## config.mk

```make
export PLATFORM = sky130hd
export DESIGN_NAME = mgmt_port_strap_config
export DESIGN_NICKNAME = d
export VERILOG_FILES = /design/src/hw/mgmt_port_strap_config.v
export VERILOG_INCLUDE_DIRS = /design/src /design/src/inc
export SDC_FILE = /design/constraint.sdc
export NUM_CORES = 1
export LEC_CHECK = 0
export ABC_AREA = 1
export BUFFER_PORTS_ARGS = -buffer_cell sky130_fd_sc_hd__buf_2
export CELL_PAD_IN_SITES_DETAIL_PLACEMENT = 1
export CELL_PAD_IN_SITES_GLOBAL_PLACEMENT = 2
export CORE_ASPECT_RATIO = 0.8
export CORE_UTILIZATION = 24
export DETAILED_ROUTE_END_ITERATION = 12
export PLACE_DENSITY_LB_ADDON = 0.1
export SETUP_SLACK_MARGIN = 0.1
export SYNTH_ARGS = -nofsm -noshare
export SYNTH_HDL_FRONTEND = slang
export SYNTH_SLANG_ARGS = --single-unit
```

## constraint.sdc

```tcl
create_clock -name ref_clk -period 1.3 [get_ports ref_clk]
set_input_delay 0.195 -clock ref_clk [delete_from_list [all_inputs] [get_ports ref_clk]]
set_output_delay 0.195 -clock ref_clk [all_outputs]
set_load 0.005 [all_outputs]
```

## src/inc/strap_cfg_defs.vh

```
// Constants for the management port strap loader.
// Assumes inclusion by bare name from the design file.
`ifndef STRAP_CFG_DEFS_VH
`define STRAP_CFG_DEFS_VH

// ----------------------------------------
// Register offsets
// ----------------------------------------
`define REG_CFG_ADDR 4'h0
`define REG_CTRL_ADDR 4'h1
`define REG_STAT_ADDR 4'h2
`define REG_MASK_ADDR 4'h3

// ----------------------------------------
// Configuration word field positions
// ----------------------------------------
`define CFG_SPEED_LSB 0
`define CFG_IFACE_LSB 2
`define CFG_DUPLEX_BIT 4
`define CFG_LINK_BIT 5
`define CFG_RXPAUSE_BIT 6
`define CFG_TXPAUSE_BIT 7
`define CFG_REF25_BIT 8
`define CFG_REF50_BIT 9
`define CFG_LOOPACT_BIT 10
`define CFG_SPEED_BAD_BIT 11

// ----------------------------------------
// Encodings
// ----------------------------------------
`define SPEED_10M 2'h0
`define SPEED_100M 2'h1
`define SPEED_1000M 2'h2
`define SPEED_ILLEGAL 2'h3
`define IFACE_RGMII 2'h0
`define IFACE_MII 2'h1
`define IFACE_REVMII 2'h2
`define IFACE_GMII 2'h3

// ----------------------------------------
// Status bits and reset values
// ----------------------------------------
`define STAT_LOOP_BIT 0
`define STAT_CAPTURE_BIT 1
`define STAT_W 2
`define STAT_RST 2'h0
`define MASK_RST 2'h0
`define CFG_RST 12'h000
`define SETTLE_CYCLES 4'h3

`endif

```

## src/hw/mgmt_port_strap_config.v

```verilog
// Strap capture for the in-band management port, with status, mask and interrupt.
// Assumes straps synchronous to ref_clk and stable while rst is high and shortly after.
//
// Chosen here: the strobed register port and the register addresses.
`timescale 1ns/1ps
`default_nettype none
`include "strap_cfg_defs.vh"

// How it works
// - Two-bit speed strap: 00 10M, 01 100M, 10 1000M; 11 flagged illegal.
// - Two-bit interface strap: 00 RGMII, 01 MII, 10 reverse MII, 11 GMII.
// - Duplex strap 0 gives half duplex, 1 gives full duplex.
// - Receive pause honoured only when its strap is 1.
// - Transmit pause allowed only when its strap is 1.
// - Captured strap 1 drives the 25 MHz reference out of its pin.
// - Captured strap 1 drives the 50 MHz reference out of its pin.
// - Loop detection runs only while the activation input is high.
// - Loop-found output asserted one cycle after loop_seen while detection is on; not held.
module mgmt_port_strap_config (
    // Clock, reset, enable
    input wire ref_clk,
    input wire rst,
    input wire clk_en,
    // Strap inputs
    input wire [1:0] mgmt_port_speed_strap,
    input wire [1:0] mgmt_port_iface_strap,
    input wire mgmt_port_duplex_strap,
    input wire mgmt_port_link_strap,
    input wire mgmt_rx_pause_cap_strap,
    input wire mgmt_tx_pause_cap_strap,
    input wire ref25_out_enable_strap,
    input wire ref50_out_enable_strap,
    // Loop detection
    input wire loop_detect_activate,
    input wire loop_seen,
    output reg loop_found,
    // Reference clocks from the clock generator
    input wire ref25_clk_in,
    input wire ref50_clk_in,
    // Shared pins: out, enable
    output wire ref25_clock_out,
    output wire ref25_clock_oe,
    output wire ref50_clock_out,
    output wire ref50_clock_oe,
    // Captured configuration
    output reg [1:0] port_speed,
    output reg port_speed_bad,
    output reg [1:0] port_iface,
    output reg port_full_duplex,
    output reg port_link_up,
    output reg rx_pause_enable,
    output reg tx_pause_enable,
    output reg loop_detect_on,
    output reg config_valid,
    // Register port
    input wire [3:0] reg_addr,
    input wire [31:0] reg_wdata,
    input wire reg_wr,
    input wire reg_rd,
    output reg [31:0] reg_rdata,
    // Interrupt
    output wire irq
);

    // ----------------------------------------
    // Capture sequencing
    // ----------------------------------------
    localparam ST_SETTLE = 2'h0;
    localparam ST_CAPTURE = 2'h1;
    localparam ST_HOLD = 2'h2;

    reg [1:0] state_q;
    reg [1:0] state_d;
    reg [3:0] settle_q;
    reg [3:0] settle_d;
    reg ref25_en_q;
    reg ref50_en_q;
    reg loop_ctl_q;
    reg [`STAT_W-1:0] stat_q;
    reg [`STAT_W-1:0] mask_q;
    reg [`STAT_W-1:0] stat_set;
    reg capture_now;
    reg loop_found_prev_q;
    wire [11:0] cfg_word;
    localparam [`STAT_W-1:0] STAT_RST_V = `STAT_RST;
    genvar gi;

    always @* begin
        state_d = state_q;
        settle_d = settle_q;
        capture_now = 1'b0;
        case (state_q)
            ST_SETTLE: begin
                if (settle_q == `SETTLE_CYCLES) begin
                    state_d = ST_CAPTURE;
                end else begin
                    settle_d = settle_q + 4'h1;
                end
            end
            ST_CAPTURE: begin
                capture_now = 1'b1;
                state_d = ST_HOLD;
            end
            ST_HOLD: begin
                state_d = ST_HOLD;
            end
            default: begin
                state_d = ST_SETTLE;
                settle_d = 4'h0;
            end
        endcase
    end

    always @(posedge ref_clk or posedge rst) begin
        if (rst) begin
            state_q <= ST_SETTLE;
            settle_q <= 4'h0;
        end else if (clk_en) begin
            state_q <= state_d;
            settle_q <= settle_d;
        end
    end

    // ----------------------------------------
    // Strap capture, once after reset release
    // ----------------------------------------
    always @(posedge ref_clk or posedge rst) begin
        if (rst) begin
            port_speed <= `SPEED_1000M;
            port_speed_bad <= 1'b0;
            port_iface <= `IFACE_RGMII;
            port_full_duplex <= 1'b0;
            port_link_up <= 1'b0;
            rx_pause_enable <= 1'b0;
            tx_pause_enable <= 1'b0;
            ref25_en_q <= 1'b0;
            ref50_en_q <= 1'b0;
            config_valid <= 1'b0;
        end else if (clk_en && capture_now) begin
            port_speed <= mgmt_port_speed_strap;
            port_speed_bad <= (mgmt_port_speed_strap == `SPEED_ILLEGAL);
            port_iface <= mgmt_port_iface_strap;
            port_full_duplex <= mgmt_port_duplex_strap;
            port_link_up <= mgmt_port_link_strap;
            rx_pause_enable <= mgmt_rx_pause_cap_strap;
            tx_pause_enable <= mgmt_tx_pause_cap_strap;
            ref25_en_q <= ref25_out_enable_strap;
            ref50_en_q <= ref50_out_enable_strap;
            config_valid <= 1'b1;
        end
    end

    // ----------------------------------------
    // Shared clock pins
    // ----------------------------------------
    assign ref25_clock_oe = ref25_en_q;
    assign ref25_clock_out = ref25_en_q & ref25_clk_in;
    assign ref50_clock_oe = ref50_en_q;
    assign ref50_clock_out = ref50_en_q & ref50_clk_in;

    // ----------------------------------------
    // Loop detection
    // ----------------------------------------
    always @(posedge ref_clk or posedge rst) begin
        if (rst) begin
            loop_detect_on <= 1'b0;
            loop_found <= 1'b0;
            loop_found_prev_q <= 1'b0;
        end else if (clk_en) begin
            loop_detect_on <= loop_detect_activate & loop_ctl_q;
            loop_found <= loop_detect_on & loop_seen;
            loop_found_prev_q <= loop_found;
        end
    end

    // ----------------------------------------
    // Status events
    // ----------------------------------------
    always @* begin
        stat_set = {`STAT_W{1'b0}};
        stat_set[`STAT_LOOP_BIT] = loop_found & ~loop_found_prev_q;
        stat_set[`STAT_CAPTURE_BIT] = capture_now;
    end

    assign cfg_word = {port_speed_bad, loop_detect_on, ref50_en_q, ref25_en_q,
                       tx_pause_enable, rx_pause_enable, port_link_up,
                       port_full_duplex, port_iface, port_speed};

    // ----------------------------------------
    // Sticky status bits, set wins over clear
    // ----------------------------------------
    generate
        for (gi = 0; gi < `STAT_W; gi = gi + 1) begin : g_stat
            always @(posedge ref_clk or posedge rst) begin
                if (rst) begin
                    stat_q[gi] <= STAT_RST_V[gi];
                end else if (clk_en) begin
                    if (reg_wr && reg_addr == `REG_STAT_ADDR && reg_wdata[gi]) begin
                        stat_q[gi] <= stat_set[gi];
                    end else begin
                        stat_q[gi] <= stat_q[gi] | stat_set[gi];
                    end
                end
            end
        end
    endgenerate

    // ----------------------------------------
    // Register port
    // ----------------------------------------
    always @(posedge ref_clk or posedge rst) begin
        if (rst) begin
            mask_q <= `MASK_RST;
            loop_ctl_q <= 1'b1;
            reg_rdata <= 32'h0000_0000;
        end else if (clk_en) begin
            if (reg_wr && reg_addr == `REG_CTRL_ADDR) begin
                loop_ctl_q <= reg_wdata[0];
            end
            if (reg_wr && reg_addr == `REG_MASK_ADDR) begin
                mask_q <= reg_wdata[`STAT_W-1:0];
            end
            reg_rdata <= 32'h0000_0000;
            if (reg_rd) begin
                case (reg_addr)
                    `REG_CFG_ADDR: reg_rdata <= {20'h00000, cfg_word};
                    `REG_CTRL_ADDR: reg_rdata <= {30'h00000000, config_valid, loop_ctl_q};
                    `REG_STAT_ADDR: reg_rdata <= {30'h00000000, stat_q};
                    `REG_MASK_ADDR: reg_rdata <= {30'h00000000, mask_q};
                    default: reg_rdata <= 32'h0000_0000;
                endcase
            end
        end
    end

    assign irq = |(stat_q & mask_q);

endmodule // mgmt_port_strap_config
`default_nettype wire

```

==> summary by stage <==
CTS
TritonCTS built the clock tree. Clock-pin slew was measured on the worst setup and hold paths at around 80 ps. The number of H-tree levels is 2. The tree built by TritonCTS fans out to 38 sinks. No sink is reached through more buffers than the 2 on the longest clock path.

The worst-skew pair later-pin latency is between 200 and 300 ps. TritonCTS created 5 clock buffers. The cell sitting at the root of the clock tree is a sky130_fd_sc_hd__clkbuf_8.

Job
The number of max-cap violations is 0.

Worst setup path
For the worst setup path, the data required time is ~1100 ps. The critical path goes through a22o_1 -> buf_2. Grouping stages by cell kind, the critical path spends the most delay in flip-flops. STA classifies the critical path endpoint as a primary output. Along the worst path, the maximum fanout reaches 2.

The delay of the slowest cell on the worst path is 380 ps. The worst setup path is launched from a flip-flop. The critical path start-end classification is reg2out. The total buffers and inverters traversed by the critical path is 1. STA puts the critical path data arrival time at about 1000 ps. The cell type of the slowest stage on the worst timing path is sky130_fd_sc_hd__dfrtp_1.

Die
From bottom edge to top edge, the die measures 81.6 µm. For this design the top-level I/O count stands at between 100 and 150. The width of the die is about 100 µm.

The core box area is 7530 µm². The full die area is ~8300 µm². The initial utilization of the core area, before any placement, comes to 0.252. The initialized floorplan defines 28 standard-cell rows.

STA
The worst path meets setup with roughly 100 ps of slack. Setup repair after global routing could not meet its margin everywhere. Dividing the final minimum period by the clock period gives 0.923. Across all hold checks on the routed design, the worst slack comes to 110 ps. The final max-slew violation count is 0. The total count of hold-check failures in the final report was 0. On the final layout, the worst clock skew is between 8 and 9 ps. The final setup violation count is 0.

The post-route minimum period is 1200 ps. The setup TNS after final layout is 0 ps. The fmax is approximately 0.83 GHz.

GRT
The all-layer global routing usage is 0.126. The pin count of the biggest net entering global routing is 39. The global-route wire length before repair is between 7000 and 8000 µm.

The via count of the first global-routing pass is approximately 1,600. The number of antenna violations at the first check in global routing is 0. The total congestion overflow after global routing is 0.

Detailed routing
In this run, the number of DRC markers left after iteration 0 of detailed routing was 33. The DRC violation count after routing is 0. The detailed router placed about 1,500 vias in this run.

The total wirelength of the detailed-routed design is 4710 µm. After detailed routing, the number of vias per cell comes to around 3.9. The per-cell routed wire length is 12.1 µm. In this run the remaining antenna-violating nets after routing total 0. For this run, the detailed router's first-pass iteration total came to 4.

Layout
The most common cell after layout, fill and taps aside is sky130_fd_sc_hd__buf_2. Across the whole layout, storage elements account for between 900 and 1000 µm². The ratio of cells with drive above 1 in the final layout is 0.357. 0 antenna diodes ended up in the layout. Leaving out fill and tap cells, the most frequent cells in the layout are sky130_fd_sc_hd__buf_2 (53), sky130_fd_sc_hd__nand2_1 (48), sky130_fd_sc_hd__dfrtp_1 (35). The total number of nets in the final design is 340. In the final layout, the multi-input gates occupy approximately 760 µm².

The number of filler cells placed in the layout is 889. The area added between synthesis and finish is 30.6%.

Synthesis
The post-synthesis share of cell area spent on full adders, half adders and majority gates is 0.0198. The number of different library cells used by synthesis comes to 28. Of the total synthesized cell area, the portion taken by AND, OR, NAND and NOR gates is 0.219.

After synthesis the netlist holds a flip-flop and latch count of 38. The cell count after synthesis is between 200 and 250. During synthesis, Yosys emitted a total of 0 warnings. Each instance of the synthesized netlist takes up on average between 8 and 9 µm². The portion of synthesized area spent on multiplexers is 0. The xor/xnor share of the synthesized area is 0.00461.

The dominant combinational cell family by area after synthesis is simple AND/OR/NAND/NOR gates. The sequential-to-total area share from yosys stat is 0.502. The synthesized-area fraction occupied by ao, oa, aoi and oai cells came to 0.0955. The post-synth design cell area is 1900 µm².

Power and ir drop
The worst-case IR drop observed on VDD is between 0.4 and 0.5 mV. The completed layout was analyzed and its total power is between 3 and 4 mW. The power per cell area is around 1300 nW/µm². The analysis attributes to cell leakage a power of between 1 and 1.5 nW.

Place
The worst setup slack before clock tree synthesis is 28.2 ps. Port buffering added 53 buffers. At the end of routability-driven placement, the weighted congestion stood at 0.681. The detailed placer's ending HPWL is around 3400 µm.

Status
The run finished with clean final reports.

Min path
The tightest min-delay check is of the in2reg type.
[worst register-to-register path: stages (launching register included)]
cell,delay (ps)
sky130_fd_sc_hd__dfrtp_1,370
sky130_fd_sc_hd__inv_2,90
sky130_fd_sc_hd__ha_2,200
sky130_fd_sc_hd__nand2_4,80
sky130_fd_sc_hd__buf_4,180
sky130_fd_sc_hd__nand2_1,60
sky130_fd_sc_hd__o21ai_0,70
[area by class of cell]
cell class                 instances  area share
clock buffer                       6      0.0333
sequential                        38       0.385
tap                              105      0.0530
inverter                          28      0.0464
multi-input combinational        143       0.306
clock inverter                     2      0.0242
timing repair buffer              66       0.152
[timing repair]
action	CTS	global route
hold buffers	1	0
hold endpoints to repair	36	0
pin swaps	1	6
buffers inserted	4	2
setup endpoints to repair	6	19
resized for setup	4	12
[worst paths after layout]
kind | startpoint | end | slack, ps | cells past startpoint
worst max-delay path | mask_q[0] | irq | 100 | 2
worst min-delay path | mgmt_port_iface_strap[0] | port_iface[0] | 110 | 3
worst max register to register | state_q[1] | port_speed[0] | 150 | 6
worst min register to register | loop_found_prev_q | stat_q[0] | 470 | 1
max in group asynchronous | rst | port_speed[1] | 530 | 4
min in group asynchronous | rst | reg_rdata[8] | 500 | 4
[cells by family after synthesis]
| logic type | Yosys count |
|---|---|
| and+or+nand+nor | 84 |
| buffers and inverters | 52 |
| DFF | 38 |
| AOI/OAI and AO/OA | 35 |
| adders and majority gates | 3 |
| xor gates and xnor gates | 1 |
| other | 1 |
[where the power goes]
group          total, mW  internal [mW]  switching (mW)
Sequential          1.37           1.29          0.0771
Combinational      0.571          0.266           0.305
Clock               1.26          0.819           0.440
[flip-flops by register name, indices dropped and copies added (netlist names), 2 cells and up]
signal      count
state_q         2
port_iface      2
port_speed      2
settle_q        4
mask_q          2
reg_rdata      12
stat_q          2
[metal layers]
layer,vias up,share of wire,track usage
li1,785,-,-
met1,699,0.49,0.167
met2,42,0.44,0.193
met3,5,0.062,0.0443
met4,0,0.0089,0.0391
met5,-,0,0
[cells in the mapped netlist (all sizes together)]
cell type	count	area, µm²
nor2	6	50.0
a21oi	1	5.00
dfstp	2	52.6
inv	28	110
nand3	16	85.1
nor3	2	20.0
o22ai	2	12.5
buf	24	189
dfrtp	36	901
nand2	55	221
and3	1	7.51
xor2	1	8.76
conb	1	3.75
or2	1	6.26
ha	3	37.5
nand4	3	25.0
o21ai	31	155
a22o	1	8.76
[stage by stage]
step / cells / area (µm²) / util
detailed placement: 373 / 2240 / 0.297
global placement: 373 / 2240 / 0.297
global route: 388 / 2480 / 0.329
CTS: 386 / 2440 / 0.323
finish: 388 / 2480 / 0.329
floorplan: 233 / 1970 / -
(Power assumes the default switching activity.)
